$ cat config.mk
export PLATFORM = sky130hd
export DESIGN_NAME = ocr_regs
export DESIGN_NICKNAME = d
export VERILOG_FILES = /design/src/design/ocr_mode_decode.v /design/src/design/ocr_regs.v
export VERILOG_INCLUDE_DIRS = /design/src /design/src/design
export SDC_FILE = /design/constraint.sdc
export NUM_CORES = 1
export LEC_CHECK = 0
export BUFFER_PORTS_ARGS = -buffer_cell sky130_fd_sc_hd__clkbuf_2
export CAP_MARGIN = 30
export CORE_MARGIN = 2
export CORE_UTILIZATION = 54
export DETAILED_ROUTE_END_ITERATION = 10
export PLACE_DENSITY = 0.8
export SLEW_MARGIN = 20
export SYNTH_ARGS = -nofsm -noshare
export SYNTH_HDL_FRONTEND = slang
export SYNTH_SLANG_ARGS = --single-unit
export TNS_END_PERCENT = 30
$ cat constraint.sdc
create_clock -name clk_sys_i -period 2.1 [get_ports clk_sys_i]
set_input_delay 0.42 -clock clk_sys_i [delete_from_list [all_inputs] [get_ports clk_sys_i]]
set_output_delay 0.42 -clock clk_sys_i [all_outputs]
set_load 0.1 [all_outputs]
$ cat src/design/ocr_defines.vh
// Register offsets, field positions and reset values of the output clock configuration bank.
`ifndef OCR_DEFINES_VH
`define OCR_DEFINES_VH
// ****************************************************************
// Register offsets
// ****************************************************************
`define OCR_ADDR_OUT3_SKEW 8'h2c
`define OCR_ADDR_OUT3_DRIVER 8'h2d
`define OCR_ADDR_OUT3_TERM 8'h2f
`define OCR_ADDR_OUT4_DIV_HIGH 8'h30
`define OCR_ADDR_OUT4_DIV_MID 8'h31
`define OCR_ADDR_OUT4_DIV_LOW 8'h32
`define OCR_ADDR_OUT4_PHASE 8'h33
// ****************************************************************
// Reset value
// ****************************************************************
`define OCR_RESET_VALUE 8'h00
`define OCR_FINE_STEPS_RESET 3'h0
`define OCR_DRV_SELECT_RESET 6'h01
// ****************************************************************
// Field positions
// ****************************************************************
`define OCR_DIV_HIGH_MSB 3
`define OCR_COARSE_MSB 5
`define OCR_FINE_MSB 7
`define OCR_FINE_LSB 6
`define OCR_FINE_EXT_BIT 4
`define OCR_SUPPLY_MSB 4
`define OCR_SUPPLY_LSB 3
`define OCR_DRV_STD_MSB 2
`define OCR_FUSE_MSB 7
`define OCR_FUSE_LSB 6
`define OCR_MODE_MSB 3
`define OCR_PHASE_MSB 7
`define OCR_PHASE_LSB 6
// ****************************************************************
// Codes
// ****************************************************************
`define OCR_MODE_EXT_TERM 4'h0
`define OCR_MODE_PULL_UP 4'h2
`define OCR_MODE_PULL_DOWN 4'h1
`define OCR_MODE_SE_POS 4'h4
`define OCR_MODE_SE_NEG 4'h8
`define OCR_MODE_SE_BOTH 4'hc
`define OCR_FINE_MAX_STEPS 3'h4
`define OCR_SUPPLY_1V8 2'h0
`define OCR_SUPPLY_2V5 2'h1
`define OCR_SUPPLY_3V3 2'h2
`endif

$ cat src/design/ocr_mode_decode.v
// Decoder of the four-bit output mode field into termination and leg enables.
`timescale 1ns/1ps
`include "ocr_defines.vh"
module ocr_mode_decode
(
	input wire [3:0] mode_i,
	output reg ext_term_o,
	output reg pull_up_o,
	output reg pull_down_o,
	output reg se_pos_en_o,
	output reg se_neg_en_o,
	output reg mode_valid_o
);
	// ****************************************************************
	// Decode
	// ****************************************************************
	// Unlisted codes leave every driver off, so a bad write cannot short a leg.
	always @*
	begin
		ext_term_o = 1'b0;
		pull_up_o = 1'b0;
		pull_down_o = 1'b0;
		se_pos_en_o = 1'b0;
		se_neg_en_o = 1'b0;
		mode_valid_o = 1'b1;
		case (mode_i)
			`OCR_MODE_EXT_TERM: ext_term_o = 1'b1;
			`OCR_MODE_PULL_UP: pull_up_o = 1'b1;
			`OCR_MODE_PULL_DOWN: pull_down_o = 1'b1;
			`OCR_MODE_SE_POS: se_pos_en_o = 1'b1;
			`OCR_MODE_SE_NEG: se_neg_en_o = 1'b1;
			`OCR_MODE_SE_BOTH:
			begin
				se_pos_en_o = 1'b1;
				se_neg_en_o = 1'b1;
			end
			default: mode_valid_o = 1'b0;
		endcase
	end
endmodule // ocr_mode_decode

$ cat src/design/ocr_regs.v
// Configuration register bank for two output clock channels.
// Overview of operation
// - Divider built from high nibble, mid, low bytes.
// - Coarse skew is six low bits, 0-63.
// - Fine skew code in bits 7:6, 30 ps steps.
// - Extra fine bit extends code to 0-4 steps.
// - Supply level code: 1.8, 2.5, 3.3 volts.
// - Three-bit driver standard code selects driver type.
// - Fuse written when two bits differ.
// - Differential termination: external, pull-up, pull-down.
// - Single-ended legs: positive, negative, or both.
// - Phase select routes true/complement to legs.
`timescale 1ns/1ps
`include "ocr_defines.vh"
module ocr_regs
(
	input wire clk_sys_i,
	input wire rst_n_i,
	input wire [7:0] reg_addr_i,
	input wire [7:0] reg_wdata_i,
	input wire reg_wr_i,
	input wire reg_rd_i,
	output reg [7:0] reg_rdata_o,
	output reg reg_rvalid_o,
	output wire [5:0] out3_output_skew_setting_o,
	output wire [2:0] out3_fine_skew_code_o,
	output reg [2:0] out3_fine_skew_steps_o,
	output wire [1:0] out3_output_supply_level_o,
	output wire [2:0] out3_output_driver_standard_o,
	output wire [5:0] out3_driver_select_o,
	output wire out3_fuse_written_o,
	output wire out3_ext_term_o,
	output wire out3_pull_up_o,
	output wire out3_pull_down_o,
	output wire out3_se_pos_en_o,
	output wire out3_se_neg_en_o,
	output wire out3_mode_valid_o,
	output wire [19:0] out4_output_divider_value_o,
	output wire out4_positive_leg_source_o,
	output wire out4_negative_leg_source_o
);
	// ****************************************************************
	// Storage
	// ****************************************************************
	reg [7:0] output3_skew_control;
	reg [7:0] output3_driver_config;
	reg [7:0] output3_termination_mode;
	reg [7:0] output4_divider_high;
	reg [7:0] output4_divider_mid;
	reg [7:0] output4_divider_low;
	reg [7:0] output4_phase_select;
	reg [7:0] next_rdata;
	reg [2:0] next_fine_code;
	reg [2:0] next_drv_code;
	reg [5:0] drv_select;
	wire [2:0] reg_index;

	// One-hot driver select: bit n is code n; codes 6 and 7 select nothing.
	function [5:0] ocr_drv_onehot;
		input [2:0] code;
		begin
			case (code)
				3'h0: ocr_drv_onehot = 6'h01;
				3'h1: ocr_drv_onehot = 6'h02;
				3'h2: ocr_drv_onehot = 6'h04;
				3'h3: ocr_drv_onehot = 6'h08;
				3'h4: ocr_drv_onehot = 6'h10;
				3'h5: ocr_drv_onehot = 6'h20;
				default: ocr_drv_onehot = 6'h00;
			endcase
		end
	endfunction

	// ****************************************************************
	// Address decode
	// ****************************************************************
	// Bank index of each mapped offset; the last code marks an unmapped offset.
	localparam [2:0] IDX_OUT3_SKEW = 3'h0;
	localparam [2:0] IDX_OUT3_DRIVER = 3'h1;
	localparam [2:0] IDX_OUT3_TERM = 3'h2;
	localparam [2:0] IDX_OUT4_DIV_HIGH = 3'h3;
	localparam [2:0] IDX_OUT4_DIV_MID = 3'h4;
	localparam [2:0] IDX_OUT4_DIV_LOW = 3'h5;
	localparam [2:0] IDX_OUT4_PHASE = 3'h6;
	localparam [2:0] IDX_NONE = 3'h7;

	// Shared by the write port, the read port and the pre-decoded outputs, so an offset
	// is decoded in one place only and the three can never disagree.
	function [2:0] ocr_reg_index;
		input [7:0] addr;
		begin
			case (addr)
				`OCR_ADDR_OUT3_SKEW: ocr_reg_index = IDX_OUT3_SKEW;
				`OCR_ADDR_OUT3_DRIVER: ocr_reg_index = IDX_OUT3_DRIVER;
				`OCR_ADDR_OUT3_TERM: ocr_reg_index = IDX_OUT3_TERM;
				`OCR_ADDR_OUT4_DIV_HIGH: ocr_reg_index = IDX_OUT4_DIV_HIGH;
				`OCR_ADDR_OUT4_DIV_MID: ocr_reg_index = IDX_OUT4_DIV_MID;
				`OCR_ADDR_OUT4_DIV_LOW: ocr_reg_index = IDX_OUT4_DIV_LOW;
				`OCR_ADDR_OUT4_PHASE: ocr_reg_index = IDX_OUT4_PHASE;
				default: ocr_reg_index = IDX_NONE;
			endcase
		end
	endfunction

	assign reg_index = ocr_reg_index(reg_addr_i);

	// ****************************************************************
	// Write port
	// ****************************************************************
	always @(posedge clk_sys_i)
	begin
		if (!rst_n_i)
		begin
			output3_skew_control <= `OCR_RESET_VALUE;
			output3_driver_config <= `OCR_RESET_VALUE;
			output3_termination_mode <= `OCR_RESET_VALUE;
			output4_divider_high <= `OCR_RESET_VALUE;
			output4_divider_mid <= `OCR_RESET_VALUE;
			output4_divider_low <= `OCR_RESET_VALUE;
			output4_phase_select <= `OCR_RESET_VALUE;
		end
		else if (reg_wr_i)
		begin
			case (reg_index)
				IDX_OUT3_SKEW: output3_skew_control <= reg_wdata_i;
				IDX_OUT3_DRIVER: output3_driver_config <= reg_wdata_i;
				IDX_OUT3_TERM: output3_termination_mode <= reg_wdata_i;
				IDX_OUT4_DIV_HIGH: output4_divider_high <= reg_wdata_i;
				IDX_OUT4_DIV_MID: output4_divider_mid <= reg_wdata_i;
				IDX_OUT4_DIV_LOW: output4_divider_low <= reg_wdata_i;
				IDX_OUT4_PHASE: output4_phase_select <= reg_wdata_i;
				default: ;
			endcase
		end
	end

	// ****************************************************************
	// Read port
	// ****************************************************************
	// Unmapped offsets read as zero rather than aliasing a neighbour.
	always @*
	begin
		case (reg_index)
			IDX_OUT3_SKEW: next_rdata = output3_skew_control;
			IDX_OUT3_DRIVER: next_rdata = output3_driver_config;
			IDX_OUT3_TERM: next_rdata = output3_termination_mode;
			IDX_OUT4_DIV_HIGH: next_rdata = output4_divider_high;
			IDX_OUT4_DIV_MID: next_rdata = output4_divider_mid;
			IDX_OUT4_DIV_LOW: next_rdata = output4_divider_low;
			IDX_OUT4_PHASE: next_rdata = output4_phase_select;
			default: next_rdata = 8'h00;
		endcase
	end

	always @(posedge clk_sys_i)
	begin
		if (!rst_n_i)
		begin
			reg_rdata_o <= 8'h00;
			reg_rvalid_o <= 1'b0;
		end
		else
		begin
			reg_rvalid_o <= reg_rd_i;
			if (reg_rd_i)
				reg_rdata_o <= next_rdata;
		end
	end

	// ****************************************************************
	// Output three fields
	// ****************************************************************
	assign out3_output_skew_setting_o = output3_skew_control[`OCR_COARSE_MSB:0];
	// A zero extension bit leaves the plain two-bit code of 0-3 steps.
	assign out3_fine_skew_code_o = {output3_termination_mode[`OCR_FINE_EXT_BIT],
		output3_skew_control[`OCR_FINE_MSB:`OCR_FINE_LSB]};

	// ****************************************************************
	// Pre-decoded outputs
	// ****************************************************************
	// Decoded from the byte being written, so these outputs leave flip-flops and
	// still change on the same edge as the fields they are made from.
	always @*
	begin
		next_fine_code = out3_fine_skew_code_o;
		next_drv_code = out3_output_driver_standard_o;
		if (reg_wr_i && (reg_index == IDX_OUT3_SKEW))
			next_fine_code[1:0] = reg_wdata_i[`OCR_FINE_MSB:`OCR_FINE_LSB];
		if (reg_wr_i && (reg_index == IDX_OUT3_TERM))
			next_fine_code[2] = reg_wdata_i[`OCR_FINE_EXT_BIT];
		if (reg_wr_i && (reg_index == IDX_OUT3_DRIVER))
			next_drv_code = reg_wdata_i[`OCR_DRV_STD_MSB:0];
	end

	// Codes above four steps are outside the delay line, so they saturate.
	always @(posedge clk_sys_i)
	begin
		if (!rst_n_i)
		begin
			out3_fine_skew_steps_o <= `OCR_FINE_STEPS_RESET;
			drv_select <= `OCR_DRV_SELECT_RESET;
		end
		else
		begin
			out3_fine_skew_steps_o <= (next_fine_code > `OCR_FINE_MAX_STEPS) ?
				`OCR_FINE_MAX_STEPS : next_fine_code;
			drv_select <= ocr_drv_onehot(next_drv_code);
		end
	end

	assign out3_output_supply_level_o =
		output3_driver_config[`OCR_SUPPLY_MSB:`OCR_SUPPLY_LSB];
	assign out3_output_driver_standard_o = output3_driver_config[`OCR_DRV_STD_MSB:0];
	assign out3_driver_select_o = drv_select;
	assign out3_fuse_written_o = output3_termination_mode[`OCR_FUSE_MSB] ^
		output3_termination_mode[`OCR_FUSE_LSB];

	ocr_mode_decode u_mode_decode
	(
		.mode_i(output3_termination_mode[`OCR_MODE_MSB:0]),
		.ext_term_o(out3_ext_term_o),
		.pull_up_o(out3_pull_up_o),
		.pull_down_o(out3_pull_down_o),
		.se_pos_en_o(out3_se_pos_en_o),
		.se_neg_en_o(out3_se_neg_en_o),
		.mode_valid_o(out3_mode_valid_o)
	);

	// ****************************************************************
	// Output four fields
	// ****************************************************************
	assign out4_output_divider_value_o = {output4_divider_high[`OCR_DIV_HIGH_MSB:0],
		output4_divider_mid, output4_divider_low};
	// Bit 7 high selects the complement phase on the positive leg; bit 6 is inverted, so low selects it on the negative leg.
	assign out4_positive_leg_source_o = output4_phase_select[`OCR_PHASE_MSB];
	assign out4_negative_leg_source_o = ~output4_phase_select[`OCR_PHASE_LSB];
endmodule // ocr_regs

==> reports/results.tsv, run 1 <==
stage	metric	value	unit
layout	layout-drive-gt1-share	29.5	%
die	die-area	7260	sq um
worst_setup_path	rrSetupSlack	0.82	ns
hold_path	min_path_cells	2	
grt	antenna_found_initial	0	
timing	hold_violations	0	
timing	fmax	494	MHz
timing	drv_slew	0	
placed_design	io_buffers	80	
worst_setup_path	path_class	reg -> out	
die	fp-row-count	29	
timing	holdWs	0.448	ns
clock_tree	postCtsSetupRepairBufs	0	
yosys	synth_edf_count	0	
worst_setup_path	cpPeakStageDelay	0.53	ns
clock_tree	clk_path_buf_depth	2	
clock_tree	insertion_delay	0.34	ns
grt	grt_overflow	0	
clock_tree	cts_num_sinks	74	
hold_path	min_to	reg_rdata_o[6]$_SDFFE_PN0P_	
yosys	ys_ff_latch	74	
clock_tree	root_buffer	clkbuf_8	
timing	grt_setup_unrepaired	false	
routing	route.detailed.drc	0	
die	die_y	85.2	um
worst_setup_path	worstPathCellList	nor4b_4 -> clkbuf_2	
status	status	finished clean	
routing	vias_per_cell	5.80	
yosys	synth_ff_type	dfxtp_1	
timing	tightestPinTransition	0.563	ns
clock_tree	cts_resized	0	
layout	multiInputGateArea	1900	sq um
grt	grt_max_degree	30	
worst_setup_path	worstPathMaxFanout	9	
yosys	syn_nets	379	
worst_setup_path	cp_slowest_cell	dfxtp_1	
yosys	ys_warn_count	0	
grt	grt_pass1_wl	14800	um
routing	finalWirelength	9230	um
timing	setup_viol	0	
placed_design	place.gp.congestion	0.929	
placed_design	dp_hpwl	6740	um
layout	antenna_cells	0	
yosys	synth_area_leaders	dfxtp_1 (42%), mux2i_1 (15%), nor2b_1 (8.1%)	
timing	slew_headroom	62.7	%
routing	wl_per_cell	18.1	um
yosys	seq_area_frac_synth	41.6	%
yosys	synth_async_sr_flop_share	0	%
worst_setup_path	cp_top_family	flip-flops	
worst_setup_path	rr_endpoint	reg_rdata_o[3]$_SDFFE_PN0P_	
yosys	synth_cell_types	44	
placed_design	placed_area	4040	sq um
die	io_pins	81	
worst_setup_path	endpoint_kind	primary output	
layout	area_growth	18.8	%
routing	drtIter0Drc	269	
pwr	max-vdd-ir-drop	0.478	mV
routing	drtPass1Iterations	4	
worst_setup_path	r2r_start	output3_termination_mode[3]$_SDFFE_PN0N_	
hold_path	holdCritPathClass	in -> reg	
timing	skew	0.00754	ns
clock_tree	numCtsBuffers	9	
worst_setup_path	path_buf_inv	1	
run	drv_cap	0	
worst_setup_path	cp.arrival	1.60	ns
layout	fillers	522	
die	start_util	56.1	%
hold_path	hp-start	reg_rd_i	
layout	fin_nets	450	
worst_setup_path	r2r_cells	3	
timing	min_period_over_period	96.4	%
clock_tree	cts_tree	built	
worst_setup_path	crit_required	1.68	ns
yosys	avgSynthCellArea	9.92	sq um
pwr	leakage	1.99	nW
die	die_width	85.2	um
yosys	syn_inst	359	
clock_tree	clk_pin_slew	0.07	ns
yosys	syn_area	3560	sq um
routing	num_vias	2964	
grt	grt_use_total	26.2	%
yosys	synth_top_area_cell	dfxtp_1	
die	core-area	6350	sq um
yosys	synth_top_area_share	41.6	%
routing	antenna_left	0	
clock_tree	cts_max_level	3	
timing	period_needed	2.02	ns
layout	final_area	4230	sq um
grt	grt_pass1_vias	2810	
layout	seq_area	1480	sq um
worst_setup_path	start_kind	register	
pwr	pwr_density_cell	636	nW/um^2
pwr	p_total	2.69	mW
clock_tree	cts.hold.buffers_added	0	
## flip-flops by register name (all words and copies together) (netlist names)
name	count
out3_fine_skew_steps_o	3
output4_divider_mid	8
reg_rvalid_o	1
output3_driver_config	8
out3_driver_select_o	6
output4_divider_high	8
reg_rdata_o	8
output4_divider_low	8
output4_phase_select	8
output3_skew_control	8
output3_termination_mode	8
## layout by cell type, fill, tap and decap left out, drive strengths merged, types with 4 or more instances in the layout
| cell type | instances |
|---|---|
| nor3b | 4 |
| buf | 19 |
| nor2 | 11 |
| and3 | 14 |
| and2 | 4 |
| o2bb2ai | 8 |
| nor4b | 4 |
| nand4 | 6 |
| a21boi | 10 |
| a21oi | 5 |
| a22oi | 12 |
| nand3 | 11 |
| clkbuf | 88 |
| dfxtp | 74 |
| a311oi | 6 |
| nand2 | 12 |
| mux2i | 55 |
| o21ai | 8 |
| nor2b | 46 |
## worst reg2reg max path, delay by kind of cell, from the launching register on
kind / cells / cell delay [ns]
AOI/OAI and AO/OA: 2 / 0.45
DFF: 1 / 0.53
and+or+nand+nor: 1 / 0.21
## stage by stage
| stage | setup TNS, ns | setup WS (ns) | instances | util, % |
|---|---|---|---|---|
| final | 0 | 0.0762 | 511 | 66.6 |
| after global routing | 0 | 0.00563 | 511 | 66.6 |
| after CTS | 0 | 0.0635 | 511 | 66.6 |
| after detailed placement | 0 | 0.0978 | 496 | 63.6 |
| after global placement | 0 | 0.179 | 496 | 63.6 |
| after floorplan | -1.32 | -0.569 | 359 | - |
## logic make-up (layout without fill, tap and decap cells)
group	after synthesis	count (layout)	synth area share, %
DFF	74	74	41.6
xor gates and xnor gates	1	1	0.246
muxes	57	57	16.4
AOI/OAI and AO/OA	57	57	11.7
and+or+nand+nor	130	130	24.0
buffers and inverters	40	115	6.01
## how the worst max path moves through the flow
stage | from | to | depth (start not counted)
6_report | output3_termination_mode[1]$_SDFFE_PN0N_ | out3_pull_up_o | 2
5_1_grt | output3_termination_mode[1]$_SDFFE_PN0N_ | out3_pull_up_o | 2
4_1_cts | output3_termination_mode[1]$_SDFFE_PN0N_ | out3_pull_up_o | 2
3_5_place_dp | reg_addr_i[4] | reg_rdata_o[3]$_SDFFE_PN0P_ | 5
3_3_place_gp | reg_addr_i[4] | out3_driver_select_o[3]$_SDFF_PN0_ | 5
2_1_floorplan | output3_termination_mode[1]$_SDFFE_PN0N_ | out3_pull_down_o | 2
## layout make-up
class	instances	share of cell area, %
Inverter	3	0.266
Clock buffer	10	3.25
Clock inverter	5	1.30
Sequential cell	74	35.0
Tap cell	77	2.28
Timing Repair Buffer	97	12.9
Multi-Input combinational cell	245	45.0
## cell usage after synthesis (5+ instances only)
master     count
mux2i_1       55
clkbuf_1      15
a21boi_0      10
buf_4         12
nand4_2        5
and3_1        14
buf_2          9
nor2b_1       46
o2bb2ai_1      8
dfxtp_1       74
a21oi_1        5
o21ai_0        8
a311oi_1       6
nand2_1       12
a22oi_1       12
nand3_1       11
nor2_1        11
## where the power goes
part	internal, mW	total, mW	switching (mW)
clock network	0.571	1.09	0.519
registers	1.40	1.41	0.00178
logic	0.0639	0.192	0.128
total	2.04	2.69	0.649
## routing by layer
layer	GRT usage, %	up-vias	routed length [um]
met1	37.7	1407	4250
met3	4.77	13	685
met4	9.24	0	212
met2	39.6	118	4080
met5	0	-	0
li1	-	1426	-
Power figures use the tool's default switching activity.
==> run 2, diff against run 1 <==
Settings changed: CELL_PAD_IN_SITES_DETAIL_PLACEMENT from default to 1, CELL_PAD_IN_SITES_GLOBAL_PLACEMENT from default to 2, CORE_UTILIZATION 54 to 33, PLACE_DENSITY 0.8 to default, PLACE_DENSITY_LB_ADDON from default to 0.1, SYNTH_HIERARCHICAL from default to 1.
==> run 2 against run 1 <==
Against the previous run: first-iteration DRC count shrank 51%; worst setup slack gained 0.011 ns; critical path depth is the same; cell count grew 21%; synthesized cell count grew 9.5%; register-to-register slack lost 0.26 ns; sequential power is essentially flat; largest power group unchanged; largest cell class unchanged; routed wire length grew 33%; non-clock buffer count grew 11.
==> reports/results.tsv, run 2 <==
stage	metric	value	unit
status	status	finished clean	
yosys	syn_inst	393	
placed_design	io_buffers	80	
routing	top_layer	met4	
clock_tree	insertion_delay	0.35	ns
clock_tree	cts_max_level	3	
yosys	syn_area	3690	sq um
clock_tree	cts_tree	built	
worst_setup_path	rr_endpoint	reg_rdata_o[7]$_SDFFE_PN0P_	
routing	num_vias	3245	
layout	final_area	4530	sq um
die	die-area	12000	sq um
clock_tree	cts_num_sinks	74	
placed_design	dp_slack	0.0308	ns
yosys	synthMostInstantiatedCell	dfxtp_1	
timing	min_period_over_period	95.8	%
worst_setup_path	crit_required	1.68	ns
yosys	synth_async_sr_flop_share	0	%
yosys	seq_area_frac_synth	40.2	%
yosys	syn_nets	413	
yosys	synth_area_leaders	dfxtp_1 (40%), mux2i_1 (12%), nor2b_1 (5.8%)	
layout	mostFrequentLayoutCells	clkbuf_2 (76), dfxtp_1 (74), mux2i_1 (44), nor2b_1 (34), nand2_1 (30)	
layout	fin_util	41.6	%
die	core-area	10900	sq um
hold_path	holdCritPathClass	in -> reg	
grt	antenna_found_initial	0	
routing	antenna_left	0	
die	start_util	33.9	%
timing	hold_violations	0	
hold_path	min_to	output3_termination_mode[5]$_SDFFE_PN0N_	
pwr	pwr_density_cell	617	nW/um^2
clock_tree	numCtsBuffers	9	
timing	fmax	497	MHz
layout	layout_commonest_cell	clkbuf_2	
routing	met2_length	5780	um
die	die_width	110	um
yosys	synthTopCellsByCount	dfxtp_1 (74), mux2i_1 (44), nor2b_1 (34)	
routing	wl_per_cell	19.9	um
die	die_y	110	um
placed_design	placed_area	4340	sq um
yosys	synth_cell_types	49	
placed_design	dp.cells	600	
routing	route.detailed.drc	0	
clock_tree	clk_pin_slew	0.08	ns
worst_setup_path	r2r_cells	4	
worst_setup_path	cp.arrival	1.59	ns
routing	finalWirelength	12300	um
die	fp-row-count	38	
worst_setup_path	start_kind	register	
timing	setup_viol	0	
timing	period_needed	2.01	ns
layout	antenna_cells	0	
yosys	synth_top_area_cell	dfxtp_1	
routing	met3WireLength	426	um
timing	slew_headroom	63.2	%
timing	tightestPinTransition	0.554	ns
pwr	max-vdd-ir-drop	0.393	mV
routing	wl_met1	5950	um
routing	vias_per_cell	5.27	
yosys	ys_warn_count	6	
timing	skew	0.00858	ns
placed_design	dp_hpwl	9010	um
worst_setup_path	r2r_start	output4_divider_mid[7]$_SDFFE_PN0P_	
layout	fin_nets	491	
hold_path	min_path_cells	2	
yosys	synth_top_area_share	40.2	%
worst_setup_path	rrSetupSlack	0.56	ns
worst_setup_path	worstPathMaxFanout	8	
grt	grt_overflow	0	
timing	fin_ws	0.0875	ns
hold_path	hp-start	rst_n_i	
routing	drtPass1Iterations	5	
worst_setup_path	endpoint_kind	primary output	
yosys	synth_edf_count	0	
layout	layout-drive-gt1-share	27.9	%
run	drv_cap	0	
yosys	ys_ff_latch	74	
grt	grt_pass1_vias	3219	
routing	drtIter0Drc	132	
timing	drv_slew	0	
yosys	avgSynthCellArea	9.38	sq um
layout	fillers	1264	
clock_tree	cts.hold.buffers_added	0	
worst_setup_path	path_class	reg -> out	
pwr	leakage	1.77	nW
clock_tree	root_buffer	clkbuf_8	
clock_tree	clk_path_buf_depth	2	
layout	area_growth	23.0	%
grt	grt_max_degree	34	
grt	grt_use_total	21.3	%
yosys	synth_ff_type	dfxtp_1	
timing	grt_setup_unrepaired	false	
grt	grt_pass1_wl	18800	um
die	io_pins	81	
timing	holdWs	0.404	ns
layout	layout.cells.non_filler	616	
placed_design	place.gp.congestion	0.775	
[run 2: how the worst max path moves through the flow]
stage,startpoint,to,slack [ns]
floorplan,output3_termination_mode[0]$_SDFFE_PN0N_,out3_pull_down_o,-0.53
global placement,reg_addr_i[7],output4_divider_high[0]$_SDFFE_PN0P_,0.07
detailed placement,reg_addr_i[7],output4_divider_high[3]$_SDFFE_PN0P_,0.03
CTS,output3_termination_mode[3]$_SDFFE_PN0N_,out3_se_neg_en_o,0.04
global route,output3_termination_mode[2]$_SDFFE_PN0N_,out3_se_pos_en_o,0.005
finish,output3_termination_mode[2]$_SDFFE_PN0N_,out3_se_pos_en_o,0.09
[run 2: per-layer routing]
metal | GRT usage [%] | up-vias
met2 | 34.9 | 62
li1 | - | 1592
met4 | 4.61 | 0
met1 | 29.1 | 1581
met3 | 4.03 | 10
met5 | 0 | -
[run 2: final cells by class]
| type | instances | area [sq um] | area share, % |
|---|---|---|---|
| clock buffers | 14 | 163 | 3.59 |
| inverters | 1 | 3.75 | 0.0828 |
| well taps | 140 | 175 | 3.86 |
| multi-input cells | 277 | 2030 | 44.8 |
| flip-flops and latches | 74 | 1480 | 32.7 |
| repair buffers | 108 | 643 | 14.2 |
| clock inverters | 2 | 35.0 | 0.773 |
[run 2: timing repair]
| item | in CTS | in global routing |
|---|---|---|
| endpoints found under the setup margin | 0 | 1 |
| setup buffers | 0 | 0 |
| resized for setup | 0 | 1 |
[run 2: power by group]
part           total [mW]  leakage, nW  switching, mW  internal [mW]
Combinational       0.250         1.07          0.170         0.0797
Clock                1.14        0.101          0.523          0.615
Sequential           1.41        0.596        0.00306           1.41
[run 2: per-stage QoR]
| stage | TNS (ns) | power (mW) |
|---|---|---|
| after floorplan | -1.64 | 1.59 |
| after global placement | 0 | 1.69 |
| after detailed placement | 0 | 1.69 |
| after CTS | 0 | 2.84 |
| after global routing | 0 | 2.92 |
| final | 0 | 2.80 |
[run 2: cell families after synthesis]
logic type,Yosys count,synth area share [%]
AND/OR/NAND/NOR,155,26.4
AO/OA/AOI/OAI,76,15.0
flip-flops,74,40.2
multiplexers,45,12.6
buffers and inverters,42,5.60
XOR/XNOR,1,0.238
[run 2: worst max-delay path, stage by stage (launching register included)]
cell,delay [ns]
dfxtp_1,0.52
nor3b_2,0.23
clkbuf_2,0.49
